### config.mk
export PLATFORM = sky130hd
export DESIGN_NAME = sdr_scan_path
export DESIGN_NICKNAME = d
export VERILOG_FILES = /design/src/core/sdr_pkg.sv /design/src/core/sdr_scan_path.sv
export SDC_FILE = /design/constraint.sdc
export NUM_CORES = 1
export LEC_CHECK = 0
export BUFFER_PORTS_ARGS = -buffer_cell sky130_fd_sc_hd__buf_2
export CORE_ASPECT_RATIO = 0.9
export CORE_MARGIN = 2
export CORE_UTILIZATION = 50
export DETAILED_ROUTE_END_ITERATION = 7
export HOLD_SLACK_MARGIN = 0.12
export PLACE_DENSITY_LB_ADDON = 0.08
export SYNTH_ARGS = -nofsm -noshare
export SYNTH_HDL_FRONTEND = slang
export SYNTH_SLANG_ARGS = --single-unit
### constraint.sdc
create_clock -name i_mclk -period 2 [get_ports i_mclk]
set_clock_uncertainty 0.2 [all_clocks]
set_input_delay 0 -clock i_mclk [delete_from_list [all_inputs] [get_ports i_mclk]]
set_output_delay 0 -clock i_mclk [all_outputs]
set_load 0.005 [all_outputs]
### src/core/sdr_pkg.sv
package sdr_pkg;

    // ==========================================================
    // Scan port widths and codes
    // ==========================================================
    localparam int          SDR_IR_W       = 8;        // Instruction register width
    localparam int          SDR_DR_W       = 8;        // Width of the non-bypass data register
    localparam logic [7:0]  SDR_IR_CAPTURE = 8'h81;    // Pattern loaded in Capture-IR
    localparam logic [7:0]  SDR_IR_BYPASS  = 8'hff;    // All-ones opcode selects bypass
    localparam logic        SDR_BYP_CAPT   = 1'h0;     // Bypass capture value
    localparam logic [7:0]  SDR_DR_RESET   = 8'h00;    // Reset value of the data register

    // ==========================================================
    // Controller states
    // ==========================================================
    typedef enum logic [3:0] {
        SDR_TLR, SDR_RTI,
        SDR_SEL_DR, SDR_CAP_DR, SDR_SHIFT_DR, SDR_EXIT1_DR,
        SDR_PAUSE_DR, SDR_EXIT2_DR, SDR_UPD_DR,
        SDR_SEL_IR, SDR_CAP_IR, SDR_SHIFT_IR, SDR_EXIT1_IR,
        SDR_PAUSE_IR, SDR_EXIT2_IR, SDR_UPD_IR
    } sdr_state_t;

    // Scan pins that travel together through the synchroniser
    typedef struct packed {
        logic tck;
        logic tms;
        logic tdi;
    } sdr_pins_t;

endpackage

### src/core/sdr_scan_path.sv
`timescale 1ns/1ns
// Summary of operation
// - Bypass loads zero leaving Capture-DR
// - Enable output on falling edge into Shift-DR
// - Bypass shift: output lags input by one
// - Release output on falling edge in Exit1-DR
// - Update-DR falling edge loads the wide register unless bypass is selected
// - Sample rising edges, drive output on falling
// - All-ones instruction selects bypass register
module sdr_scan_path
    import sdr_pkg::*;
(
    input  wire logic                i_mclk,
    input  wire logic                i_reset_n,
    input  wire logic                i_tck,
    input  wire logic                i_tms,
    input  wire logic                i_tdi,
    output logic                     o_tdo,
    output logic                     o_tdo_oe,
    output logic                     o_bypass_sel,
    output logic [SDR_DR_W-1:0]      o_dr_value
);

    // ==========================================================
    // Pin synchronisers and edge detection
    // ==========================================================
    sdr_pins_t              pins_s1;   // First stage, read only by second
    sdr_pins_t              pins_s2;   // Second stage, safe to use
    logic                   tck_d;     // Delayed test clock for edges
    logic                   tck_rise;  // One-cycle strobe on a rising edge
    logic                   tck_fall;  // One-cycle strobe on a falling edge
    sdr_state_t             state;     // Controller state
    sdr_state_t             next_state;
    logic [SDR_IR_W-1:0]    ir_sr;     // Instruction shift stage
    logic [SDR_IR_W-1:0]    ir;        // Active instruction
    logic                   bypass;    // One-bit bypass register
    logic [SDR_DR_W-1:0]    dr_sr;     // Shift stage of the wide data register

    // Two flops on every pin; the link clock is just another input
    always_ff @(posedge i_mclk) begin
        if (!i_reset_n) begin
            pins_s1 <= '0;
            pins_s2 <= '0;
            tck_d   <= 1'b0;
        end else begin
            pins_s1 <= sdr_pins_t'({i_tck, i_tms, i_tdi});
            pins_s2 <= pins_s1;
            tck_d   <= pins_s2.tck;
        end
    end

    assign tck_rise = pins_s2.tck & ~tck_d;
    assign tck_fall = ~pins_s2.tck & tck_d;

    // ==========================================================
    // Controller state machine
    // ==========================================================
    // Next state from mode select, standard sixteen-state walk
    always_comb begin
        next_state = state;
        case (state)
            SDR_TLR:      next_state = pins_s2.tms ? SDR_TLR      : SDR_RTI;
            SDR_RTI:      next_state = pins_s2.tms ? SDR_SEL_DR   : SDR_RTI;
            SDR_SEL_DR:   next_state = pins_s2.tms ? SDR_SEL_IR   : SDR_CAP_DR;
            SDR_CAP_DR:   next_state = pins_s2.tms ? SDR_EXIT1_DR : SDR_SHIFT_DR;
            SDR_SHIFT_DR: next_state = pins_s2.tms ? SDR_EXIT1_DR : SDR_SHIFT_DR;
            SDR_EXIT1_DR: next_state = pins_s2.tms ? SDR_UPD_DR   : SDR_PAUSE_DR;
            SDR_PAUSE_DR: next_state = pins_s2.tms ? SDR_EXIT2_DR : SDR_PAUSE_DR;
            SDR_EXIT2_DR: next_state = pins_s2.tms ? SDR_UPD_DR   : SDR_SHIFT_DR;
            SDR_UPD_DR:   next_state = pins_s2.tms ? SDR_SEL_DR   : SDR_RTI;
            SDR_SEL_IR:   next_state = pins_s2.tms ? SDR_TLR      : SDR_CAP_IR;
            SDR_CAP_IR:   next_state = pins_s2.tms ? SDR_EXIT1_IR : SDR_SHIFT_IR;
            SDR_SHIFT_IR: next_state = pins_s2.tms ? SDR_EXIT1_IR : SDR_SHIFT_IR;
            SDR_EXIT1_IR: next_state = pins_s2.tms ? SDR_UPD_IR   : SDR_PAUSE_IR;
            SDR_PAUSE_IR: next_state = pins_s2.tms ? SDR_EXIT2_IR : SDR_PAUSE_IR;
            SDR_EXIT2_IR: next_state = pins_s2.tms ? SDR_UPD_IR   : SDR_SHIFT_IR;
            SDR_UPD_IR:   next_state = pins_s2.tms ? SDR_SEL_DR   : SDR_RTI;
            default:      next_state = SDR_TLR;
        endcase
    end

    // Advance only on a rising test-clock edge; mode select was set up
    // by the controller on the falling edge before it
    always_ff @(posedge i_mclk) begin
        if (!i_reset_n) begin
            state <= SDR_TLR;
        end else if (tck_rise) begin
            state <= next_state;
        end
    end

    // ==========================================================
    // Instruction register
    // ==========================================================
    // Shift stage works on rising edges, active copy on falling edges
    always_ff @(posedge i_mclk) begin
        if (!i_reset_n) begin
            ir_sr <= SDR_IR_CAPTURE;
            ir    <= SDR_IR_BYPASS;
        end else begin
            if (tck_rise && state == SDR_CAP_IR) begin
                ir_sr <= SDR_IR_CAPTURE;
            end else if (tck_rise && state == SDR_SHIFT_IR) begin
                ir_sr <= {pins_s2.tdi, ir_sr[SDR_IR_W-1:1]};
            end
            if (tck_fall && state == SDR_UPD_IR) begin
                ir <= ir_sr;
            end else if (tck_fall && state == SDR_TLR) begin
                // Reset leaves bypass selected so a blind scan is harmless
                ir <= SDR_IR_BYPASS;
            end
        end
    end

    // Bypass choice held in a flop so it can be an output directly
    always_ff @(posedge i_mclk) begin
        if (!i_reset_n) begin
            o_bypass_sel <= 1'b1;
        end else begin
            o_bypass_sel <= (ir == SDR_IR_BYPASS);
        end
    end

    // ==========================================================
    // Data registers
    // ==========================================================
    // Bypass: zero on capture, one stage of delay while shifting
    always_ff @(posedge i_mclk) begin
        if (!i_reset_n) begin
            bypass <= SDR_BYP_CAPT;
        end else if (tck_rise && state == SDR_CAP_DR) begin
            bypass <= SDR_BYP_CAPT;
        end else if (tck_rise && state == SDR_SHIFT_DR) begin
            bypass <= pins_s2.tdi;
        end
    end

    // Wide register for every other opcode; capture reflects the last update
    always_ff @(posedge i_mclk) begin
        if (!i_reset_n) begin
            dr_sr      <= SDR_DR_RESET;
            o_dr_value <= SDR_DR_RESET;
        end else begin
            if (tck_rise && state == SDR_CAP_DR) begin
                dr_sr <= o_dr_value;
            end else if (tck_rise && state == SDR_SHIFT_DR) begin
                dr_sr <= {pins_s2.tdi, dr_sr[SDR_DR_W-1:1]};
            end
            // Bypass has nothing behind it, so only the wide one updates
            if (tck_fall && state == SDR_UPD_DR && !o_bypass_sel) begin
                o_dr_value <= dr_sr;
            end
        end
    end

    // ==========================================================
    // Serial output
    // ==========================================================
    // Driven and released only on falling edges, from the selected stage
    always_ff @(posedge i_mclk) begin
        if (!i_reset_n) begin
            o_tdo    <= 1'b0;
            o_tdo_oe <= 1'b0;
        end else if (tck_fall) begin
            case (state)
                SDR_SHIFT_DR: begin
                    o_tdo    <= o_bypass_sel ? bypass : dr_sr[0];
                    o_tdo_oe <= 1'b1;
                end
                SDR_SHIFT_IR: begin
                    o_tdo    <= ir_sr[0];
                    o_tdo_oe <= 1'b1;
                end
                SDR_EXIT1_DR, SDR_EXIT1_IR: begin
                    o_tdo_oe <= 1'b0;
                end
                default: begin
                    // Pause and other states keep the line released
                    o_tdo_oe <= 1'b0;
                end
            endcase
        end
    end
endmodule

Yosys cells after proc, flatten, opt, wreduce, memory -nomap -nowiden
Index checks and enable logic that the tools add are counted.
- register bits after elaboration: 47
- input bits: 5
- output and inout bits: 11
- word-level logic and storage cells: 77
- equal/unequal tests: 16
- muxes and demuxes: 20
- bitwise operators: 5
- reduce and logical (&&, ||, !) cells: 20
- operators with widths (operator ; number):
    $pmux W4 S12 ; 1
    $eq A4 B4 Y1 const B ; 8
    $mux W8 ; 4
    $eq A4 B3 Y1 const B ; 4
    $mux W4 ; 4
    $reduce_or A2 Y1 ; 5
    $eq A4 B2 Y1 const B ; 2
    $eq A8 B8 Y1 const B ; 1
    $logic_and A1 B1 Y1 ; 8
    $mux W2 ; 3
    $mux W3 ; 2
    $reduce_bool A2 Y1 ; 3
    $mux W1 ; 5
    $eq A4 B1 Y1 const B ; 1
    $logic_not A4 Y1 ; 1
    $not A1 Y1 ; 3
    $reduce_or A3 Y1 ; 1
    $and A1 B1 Y1 ; 2
    $pmux W1 S2 ; 1
    $reduce_and A2 Y1 ; 1
    $logic_not A1 Y1 ; 1

Depth between registers and ports, before layout
Gate-level depths: netlist of the first run.
- depth in word-level cells: 5
- depth in mapped cells: 6
- depth with buffers taken out: 4

Least setup slack after synthesis of the first run
No wires, ideal clock.
- path type: register to register
- start point: reg state[2]
- end point: reg ir_sr[0]
- library setup time: 0.120 ns
- data arrival time: 1.396 ns
- data required time: 1.680 ns
- path slack: 0.284 ns
- stages on the path, launching flop included: 6
- path buffers: 2
- period minus slack after synthesis: 1.716 ns
- cells stage by stage: dfxtp_1 buf_2 nand2b_1 or3_1 buf_4 a211o_1
- cells in the longest elaborated chain, start to end: 3
- elaborated cells on any way between the ends: 5
- those cells by class: 2 x eq/ne; 3 x reduce/logical
- RTL lines (element ; RTL line ; RTL):
    start: declaration ; sdr_scan_path.sv:32 ; sdr_state_t state;
    start signal: assignment ; sdr_scan_path.sv:88 ; state <= next_state;
    $eq A4 B4 Y1 ; sdr_scan_path.sv:101 ; if (tck_rise && state == SDR_CAP_IR) begin
    $logic_and A1 B1 Y1 ; sdr_scan_path.sv:101 ;
    $reduce_or A2 Y1 (no source line) ; n/a ;
    end signal: assignment ; sdr_scan_path.sv:104 ; ir_sr <= {pins_s2.tdi, ir_sr[SDR_IR_W-1:1]};
    end: declaration ; sdr_scan_path.sv:34 ; logic [SDR_IR_W-1:0] ir_sr;
Several ways; a longest one is shown, not always the timed one.
A chain may end at the register's enable or synchronous reset.

Worst setup path after layout of the first run
- start point: reg state[1]
- end point: reg o_dr_value[6]
- cells in the longest elaborated chain, start to end: 3
- RTL lines (element ; RTL line ; RTL):
    $eq A4 B4 Y1 ; sdr_scan_path.sv:150 ; if (tck_fall && state == SDR_UPD_DR && !o_bypass_sel) begin
    $logic_and A1 B1 Y1 (2 in series) ; sdr_scan_path.sv:150 ;
    end signal: assignment ; sdr_scan_path.sv:151 ; o_dr_value <= dr_sr;
    end: declaration ; sdr_scan_path.sv:21 ; output logic [SDR_DR_W-1:0] o_dr_value
Every way passes these cells.

==> metrics, run 1 <==
status=finished, final reports clean; unrepaired setup endpoints after global routing=no; Die Area=4620 µm²; core area=3990 µm²; first-pass GRT wire length=7120 µm; Syn. warnings=0; kind of critical path=reg -> reg; CTS Buffer Depth=2; routability cong.=0.837; clock tree sinks=47; Yosys top cell by area=dfxtp_1; Max-Cap Viols=0; Seq. cell area=941 µm²; PwrDens=708 nW/µm²; WP data required=1.99 ns; Total GRT Usage=19.8%; endpoint class of the critical path=flip-flop; num rows=22; post-DR wirelength/cell=14.0 µm; most common cell in the netlist=dfxtp_1; Synth top cells by count=dfxtp_1, mux2i_1, o21ai_0, nand2_1, a21oi_1; Clock transition at path regs=0.08 ns; Max Fclk=526 MHz; Multi-input gate area=986 µm²; Fill cells=365; fin crit share=95.1%; number of synthesized flops with an enable pin=0; GRT overflow=0; share of layout cells above drive strength 1=16.8%; Yosys cell types=41; top cell type's share of synthesized area=46.0%; # diodes=0; Vias=1650; Worst Hold Class=reg -> reg; H-tree Lvls=2; kind of start point of the critical path=flip-flop; total power=1670 µW; setup TNS=0 ns; fin crit period=1.90 ns; number of global-route vias before repair=1556; die extent in x=71.4 µm; worst reg2reg path depth=4; # Post-CTS Setup Buffers=0; final setup fails=0; Hold Vio Cnt, Final=0; Syn Area/Cell=9.10 µm²; Post-Layout Inst Area=2370 µm²; area growth from synthesis to layout=15.6%; drt first pass iters=4; actual slew at the worst max-slew pin=0.469 ns; TritonCTS clock tree=yes; net count after synthesis=230; synthesis-stage register bit count=47; post-cts gate resize count=0; Slew Limit Headroom=68.7%; most frequently used flop master after synthesis=dfxtp_1; WL final=4170 µm; initial antenna violation count=0; Max VDD drop=0.471 mV; Root Buffer=clkbuf_8; TritonCTS Buffers=5; Clock Latency Late Sink=0.30 ns; antenna violation net count after detailed routing=0; Synth async-reset ratio=0%; Die Y=64.7 µm; 1st-iter DRT viols=97; Area contributors post-synth=dfxtp_1, mux2i_1, o21ai_0, a21oi_1, nor2b_1; Post-Syn Area=2050 µm²; drt via density=5.54; port buffer count=15; Critical Path Fanout Max=10; sequential share of the synthesized area=46.0%; WP data arrival=1.89 ns; dpl hpwl=2930 µm; hold depth=1; Lkg Pwr=0.000996 µW; Slew Viols, Final=0; DP Area=2190 µm²; num ports=16; Layout Nets=255; pin count of the biggest net entering global routing=26; Gate Count Post-Synth=225; Initial Util=51.3%; # DRC=0
-- critical path, cell delays in order (launching register included) --
cell     delay [ns]
dfxtp_1        0.40
or3_1          0.36
or3_1          0.53
mux2i_1        0.23
nor2b_1        0.07
-- metal layers --
metal  vias up  part of all wire (%)  track usage [%]
met2        20                    49             32.6
met4         0                   1.3             6.13
met5         -                     0                0
li1        841                     -                -
met1       782                    46             25.2
met3         7                   3.4             5.44
-- report_power, final --
part	switching, µW	leakage (µW)	internal (µW)
clock network	295	0.0000513	366
registers	5.64	0.000380	942
logic	33.2	0.000564	33.2
-- timing repair --
action                                  4_1_cts  5_1_grt
endpoints found under the setup margin        0        0
hold buffers                                  7        0
hold endpoints to repair                     36        0
-- cells in the final DEF, fill, tap and decap left out, types with 7 or more instances in the layout --
cell type      Yosys  final
o22ai_1            9      9
nor2_1            13     13
nand3_1            7      7
buf_4              1     15
a21oi_1           14     14
dfxtp_1           47     47
o21ai_0           18     18
dlygate4sd3_1      0      7
and2_1             8      8
mux2i_1           18     18
buf_2              8     15
nor2b_1           11     11
nand2_1           15     15
-- sequential cells by signal, summed over array words and instances (netlist names), 3 cells and up --
register,count
dr_sr,8
pins_s2,3
pins_s1,3
o_dr_value,8
ir,8
state,4
ir_sr,8
-- kinds of logic after synthesis --
| group | share of synthesized area (%) |
|---|---|
| multiplexers | 9.90 |
| XOR/XNOR | 0.428 |
| flip-flops | 46.0 |
| buffers and inverters | 5.87 |
| AO/OA/AOI/OAI | 18.9 |
| AND/OR/NAND/NOR | 18.9 |
-- cell type report --
cell class | count | area share [%]
multi-input combinational | 154 | 41.7
sequential | 47 | 39.8
timing repair buffer | 37 | 10.9
clock buffer | 6 | 3.07
tap | 48 | 2.54
clock inverter | 1 | 1.27
inverter | 5 | 0.793
-- final timing paths --
kind / end / start / slack [ns]
worst max-delay path: o_dr_value[6] / state[1] / 0.1
worst min-delay path: pins_s2[1] / pins_s1[1] / 0.24
worst max register to register: o_dr_value[6] / state[1] / 0.1
worst min register to register: pins_s2[1] / pins_s1[1] / 0.24
-- stage by stage --
step,setup WS [ns],utilization [%],hold WS [ns],instances
4_1_cts,0.102,59.3,0.239,298
2_1_floorplan,0.284,-,-0.0727,225
3_3_place_gp,0.164,55.0,0.00493,284
6_report,0.0986,59.3,0.237,298
3_5_place_dp,0.108,55.0,0.0182,284
5_1_grt,0.000851,59.3,0.255,298
(Power assumes the default switching activity.)
==> inputs of run 2 (changes only) <==
--- a/config.mk
+++ b/config.mk
@@ -11,7 +11,7 @@
 export CORE_UTILIZATION = 50
 export DETAILED_ROUTE_END_ITERATION = 7
 export HOLD_SLACK_MARGIN = 0.12
-export PLACE_DENSITY_LB_ADDON = 0.08
+export PLACE_DENSITY = 0.68
 export SYNTH_ARGS = -nofsm -noshare
 export SYNTH_HDL_FRONTEND = slang
 export SYNTH_SLANG_ARGS = --single-unit
==> run 2 against run 1 <==
Net effect:
- combinational power shrank 2%
- register-to-register slack gained 0.07 ns
- count of clock-buffer cells in the layout up 1
- critical path type unchanged
- total power down 1.9%
- largest cell class unchanged
==> metrics, run 2 (same netlist as run 1, synthesis figures left out) <==
status=finished, final reports clean; fin util=59.4% (+0.16 points); kind of start point of the critical path=flip-flop; post-DR wirelength/cell=12.9 µm (-8.2%); Slew Limit Headroom=75.5% (+6.8 points); kind of critical path=reg -> reg; Total GRT Usage=18.7% (-1.1 points); area growth from synthesis to layout=15.9%; sequential power share=57.8% (+1.2 points); Clk pwr share=38.3% (-1.2 points); Lkg Pwr=0.000994 µW (-0.24%); drt via density=5.36 (-3.2%); Max-Cap Viols=0 (unchanged); pin count of the biggest net entering global routing=22 (-15%); Max VDD drop=0.450 mV (-4.5%); setup slack after layout=0.171 ns (+0.0729 ns); hold depth=1 (unchanged); die extent in x=71.4 µm (unchanged); internal power=1290 µW (-3.8%); num ports=16 (unchanged); critical hold path startpoint=pins_s1[0]; Clock transition at path regs=0.08 ns (about the same); 1st-iter DRT viols=140 (+44%); setup TNS=0 ns (unchanged); Clock Latency Late Sink=0.30 ns (about the same); Die Y=64.7 µm (unchanged); worst reg2reg path depth=4 (unchanged); total power=1640 µW (-1.9%); num rows=22 (unchanged); Root Buffer=clkbuf_8; dpl ws=0.0840 ns (-0.0241 ns); fin crit share=91.4% (-3.6 points); Critical Path Source=state[0]; Fill cells=353 (-3.3%); DP Area=2190 µm² (-0.34%); WL final=3830 µm (-8.2%); Slew Viols, Final=0 (unchanged); H-tree Lvls=2 (unchanged); drt first pass iters=4 (unchanged); PwrDens=692 nW/µm² (-2.2%); Vias=1597 (-3.2%); sw power=353 µW (+5.7%); fin crit period=1.83 ns (-0.0729 ns); TritonCTS Buffers=5 (unchanged); most frequent cells in the layout=dfxtp_1, o21ai_0, mux2i_1; sw frac=21.5% (+1.6 points); TritonCTS clock tree=yes; WP data arrival=1.82 ns (-0.07 ns); core area=3990 µm² (unchanged); Critical Path Fanout Max=10 (unchanged); first-pass GRT wire length=6820 µm (-4.2%); share of layout cells above drive strength 1=18.4% (+1.6 points); combinational power share=4.0% (about the same); routability cong.=0.770 (-8.1%); clock tree sinks=47 (unchanged); antenna violation net count after detailed routing=0 (unchanged); GRT overflow=0 (unchanged); most common cell after layout, fill and taps aside=dfxtp_1; Hold Vio Cnt, Final=0 (unchanged); # DRC=0 (unchanged); Post-Layout Inst Area=2370 µm² (+0.26%); Initial Util=51.3% (unchanged); port buffer count=15 (unchanged); CTS Buffer Depth=2 (unchanged); final setup fails=0 (unchanged); number of global-route vias before repair=1486 (-4.5%); endpoint class of the critical path=flip-flop; unrepaired setup endpoints after global routing=no; Die Area=4620 µm² (unchanged); Max Fclk=547 MHz (+4.0%); dpl hpwl=2660 µm (-9.4%); Layout Nets=254 (-0.39%); # diodes=0 (unchanged); initial antenna violation count=0 (unchanged); actual slew at the worst max-slew pin=0.363 ns (-0.106 ns); WP data required=1.99 ns (about the same); Worst Hold Class=reg -> reg; R2R Path Start=state[0]
-- run 2: changes by cell type in the layout (fill, tap and decap cells not counted) --
cell and change:
or3_4 +1, nor4bb_2 +1, or3_1 -1, clkinvlp_4 +1
nor4bb_1 -1, dfxtp_2 +1, bufinv_16 -1, dfxtp_1 -1
clkbuf_8 +2, clkbuf_1 -1, buf_4 -1
-- run 2: power groups by stage --
stage	Combinational (µW)	Clock [µW]	Sequential [µW]
floorplan	40.3	0	966
global placement	54.8	0	970
detailed placement	54.7	0	971
CTS	65.2	645	949
global route	71.9	684	951
finish	65.1	629	949
-- run 2: critical path, stage by stage, from the launching register on --
cell	delay, ns
dfxtp_1	0.50
nor4bb_2	0.46
nand2_1	0.27
mux2i_1	0.21
a21oi_1	0.08
-- run 2: cell type report --
cell class / count / area, µm² / area share [%]
clock buffers: 7 / 96.3 / 4.06
clock inverters: 1 / 7.51 / 0.316
inverters: 5 / 18.8 / 0.791
multi-input cells: 154 / 997 / 42.0
flip-flops and latches: 47 / 942 / 39.7
well taps: 48 / 60.1 / 2.53
repair buffers: 36 / 250 / 10.5
-- run 2: metal layers --
| layer | GRT usage (%) | vias to the layer above | part of all wire (%) |
|---|---|---|---|
| met5 | 0 | - | 0 |
| met4 | 4.95 | 0 | 0.81 |
| met3 | 6.07 | 2 | 4.2 |
| met2 | 28.4 | 25 | 43 |
| met1 | 25.7 | 729 | 52 |
| li1 | - | 841 | - |
-- run 2: worst paths after layout --
path                end  slack (ns)
max            dr_sr[5]        0.17
min          pins_s2[0]        0.24
min reg2reg  pins_s2[0]        0.24
max reg2reg    dr_sr[5]        0.17
-- run 2: what timing repair did --
action,in CTS,in global routing
buffers inserted,0,0
hold buffers,7,0
gates resized for setup,0,3
endpoints found under the hold margin,35,0
setup endpoints to repair,0,15
-- run 2: stage by stage --
| step | std cells | hold WS (ns) |
|---|---|---|
| floorplan | 225 | -0.0727 |
| global placement | 283 | 0.00383 |
| detailed placement | 283 | 0.00907 |
| CTS | 298 | 0.242 |
| global route | 298 | 0.274 |
| finish | 298 | 0.240 |
==> inputs of run 3 (changes only) <==
--- a/config.mk
+++ b/config.mk
@@ -5,6 +5,7 @@
 export SDC_FILE = /design/constraint.sdc
 export NUM_CORES = 1
 export LEC_CHECK = 0
+export ABC_AREA = 1
 export BUFFER_PORTS_ARGS = -buffer_cell sky130_fd_sc_hd__buf_2
 export CORE_ASPECT_RATIO = 0.9
 export CORE_MARGIN = 2
==> run 3 against run 2 <==
Net effect:
- die area is 2.5% lower
- first-iteration DRC count increased by 5.7%
- register-to-register slack improved by 0.04 ns
- count of clock-buffer cells in the layout decreased by 2
- final cell count grew 15%
- combinational power shrank 8.0%
- maximum frequency up 2.0%
==> metrics, run 3 <==
status=finished, final reports clean; synthesized-area fraction occupied by adder cells=0% (unchanged); die extent in x=70.5 µm (-1.3%); Hold Vio Cnt, Final=0 (unchanged); Placed Cells=328 (+16%); post-synthesis compound-gate area fraction=19.6% (+0.65 points); sequential power share=55.2% (-2.6 points); GRT overflow=0 (unchanged); actual slew at the worst max-slew pin=0.361 ns (-0.00180 ns); Yosys cell types=25 (-39%); Root Buffer=clkbuf_8; Yosys top cell by area=dfxtp_1; first-pass GRT wire length=7580 µm (+11%); post-synthesis simple-gate area fraction=23.9% (+5.0 points); Syn Area/Cell=7.40 µm² (-19%); pin count of the biggest net entering global routing=22 (unchanged); fin crit share=89.6% (-1.8 points); H-tree Lvls=2 (unchanged); Synth top cells by count=nand2_1, dfxtp_1, inv_1, o21ai_0, a21oi_1; Max-Cap Viols=0 (unchanged); post-cts gate resize count=0 (unchanged); clock tree sinks=47 (unchanged); fin util=61.2% (+1.8 points); core area=3760 µm² (-5.9%); unrepaired setup endpoints after global routing=no; Post-Syn Area=1990 µm² (-2.7%); CP max stage cell=dfxtp_1; CTS Buffer Depth=2 (unchanged); Worst Hold Class=reg -> reg; Synth async-reset ratio=0% (unchanged); routability cong.=0.913 (+19%); setup TNS=0 ns (unchanged); GR Layer Usage met2=32.1% (+3.7 points); crit-path cells=nand2_2, inv_1, nand2_1, nand2_2, inv_1, nand2_1, a31oi_1; multiplexer area fraction after synthesis=0% (-9.9 points); Max Fclk=558 MHz (+2.0%); num ports=16 (unchanged); Area contributors post-synth=dfxtp_1, nand2_1, o21ai_0, inv_1, a21oi_1; Lkg Pwr=0.00107 µW (+7.6%); area growth from synthesis to layout=15.5%; most common cell in the netlist=nand2_1; drt via density=5.25 (-2.0%); # DRC=0 (unchanged); Final Non-Filler Cells=343 (+15%); Layout Nets=301 (+19%); layer with the highest usage=met2; Die Y=63.9 µm (-1.3%); drt first pass iters=5 (+1); post-synthesis xor/xnor area fraction=0% (-0.43 points); most frequent cells in the layout=nand2_1, dfxtp_1, inv_1; GR Layer Usage met3=4.10% (-2.0 points); Fill cells=358 (+1.4%); largest family of logic cells by synthesized area=simple AND/OR/NAND/NOR gates; PwrDens=746 nW/µm² (+7.7%); Syn. warnings=0 (unchanged); Fin Hold WS=0.224 ns (-0.0162 ns); most common cell after layout, fill and taps aside=nand2_1; sequential share of the synthesized area=47.2% (+1.3 points); fin crit period=1.79 ns (-0.0359 ns); WP data arrival=1.78 ns (-0.04 ns); Die Area=4510 µm² (-2.5%); initial antenna violation count=0 (unchanged); kind of start point of the critical path=flip-flop; Clock Latency Late Sink=0.30 ns (about the same); # Post-CTS Setup Buffers=0 (unchanged); WP data required=1.99 ns (about the same); dpl hpwl=2980 µm (+12%); grt met1 use=29.4% (+3.8 points); net count after synthesis=274 (+19%); sw power=375 µW (+6.3%); share of layout cells above drive strength 1=14.8% (-3.6 points); Max VDD drop=0.561 mV (+25%); TritonCTS Buffers=5 (unchanged); synthesis-stage register bit count=47 (unchanged); Clock transition at path regs=0.09 ns (about the same); WL final=4320 µm (+13%); sw frac=21.8% (+0.37 points); top cell type's share of synthesized area=47.2% (+1.3 points); port buffer count=15 (unchanged); internal power=1340 µW (+4.0%); TritonCTS clock tree=yes; Critical Path Fanout Max=11 (+1); Clk pwr share=41.3% (+3.0 points); Slew Limit Headroom=75.9% (+0.41 points); final setup fails=0 (unchanged); num rows=21 (-4.5%); Gate Count Post-Synth=269 (+20%); # diodes=0 (unchanged); Slew Viols, Final=0 (unchanged); combinational power share=3.5% (-0.5 points); endpoint class of the critical path=flip-flop; Total GRT Usage=21.1% (+2.4 points); most frequently used flop master after synthesis=dfxtp_1; Max stage delay on crit path=0.39 ns (-0.11 ns); Initial Util=53.0% (+1.7 points); kind of critical path=reg -> reg; hold-fix buffers at CTS=7 (unchanged); post-DR wirelength/cell=12.6 µm (-2.0%); number of global-route vias before repair=1700 (+14%); dpl ws=0.203 ns (+0.119 ns); number of synthesized flops with an enable pin=0 (unchanged); Vias=1802 (+13%); setup slack after layout=0.207 ns (+0.0359 ns); 1st-iter DRT viols=148 (+5.7%); antenna violation net count after detailed routing=0 (unchanged)
-- run 3: changes by cell type after synthesis, moves of 7 or more --
cell,change
mux2i_1,-18
inv_1,+30
o21ai_0,+10
a21oi_1,+12
nand2_2,+8
nor2b_1,-11
nand2_1,+46
and2_1,-8
buf_2,-7
-- run 3: cell type report --
| class | count | area, µm² | share of cell area (%) |
|---|---|---|---|
| clock buffers | 5 | 68.8 | 2.99 |
| inverters | 37 | 139 | 6.04 |
| multi-input cells | 178 | 866 | 37.6 |
| well taps | 46 | 57.6 | 2.50 |
| repair buffers | 27 | 183 | 7.94 |
| flip-flops and latches | 47 | 941 | 40.9 |
| clock inverters | 3 | 46.3 | 2.01 |
-- run 3: cell families (layout without fill, tap and decap cells) --
group,Yosys count,after routing
AOI/OAI and AO/OA,72,72
buffers and inverters,44,72
DFF,47,47
and+or+nand+nor,106,106
-- run 3: worst max-delay path, delay by kind of cell, from the launching register on --
family / cells / cell delay, ns
compound gates: 1 / 0.07
buf+inv: 2 / 0.28
flops: 1 / 0.39
simple gates: 4 / 0.76
-- run 3: power groups by stage --
stage	combinational [µW]	sequential (µW)	clock [µW]
2_1_floorplan	31.1	968	0
3_3_place_gp	47.3	970	0
3_5_place_dp	47.8	970	0
4_1_cts	58.4	948	723
5_1_grt	66.7	949	762
6_report	59.9	948	709
-- run 3: metal layers --
metal / up-vias / wire (µm)
met5: - / 0
met4: 0 / 69
met3: 9 / 277
met2: 61 / 1870
met1: 800 / 2110
li1: 932 / -
-- run 3: worst paths after layout --
kind | start | endpoint | slack [ns] | cells after the start
worst min register to register | pins_s1[0] | pins_s2[0] | 0.22 | 2
worst min-delay path | pins_s1[0] | pins_s2[0] | 0.22 | 2
worst max-delay path | pins_s2[2] | dr_sr[7] | 0.21 | 7
worst max register to register | pins_s2[2] | dr_sr[7] | 0.21 | 7
-- run 3: through the flow --
step                total power (µW)  cell area [µm²]
floorplan                        999             1990
finish                          1720             2300
detailed placement              1020             2120
global route                    1780             2300
global placement                1020             2120
CTS                             1730             2300
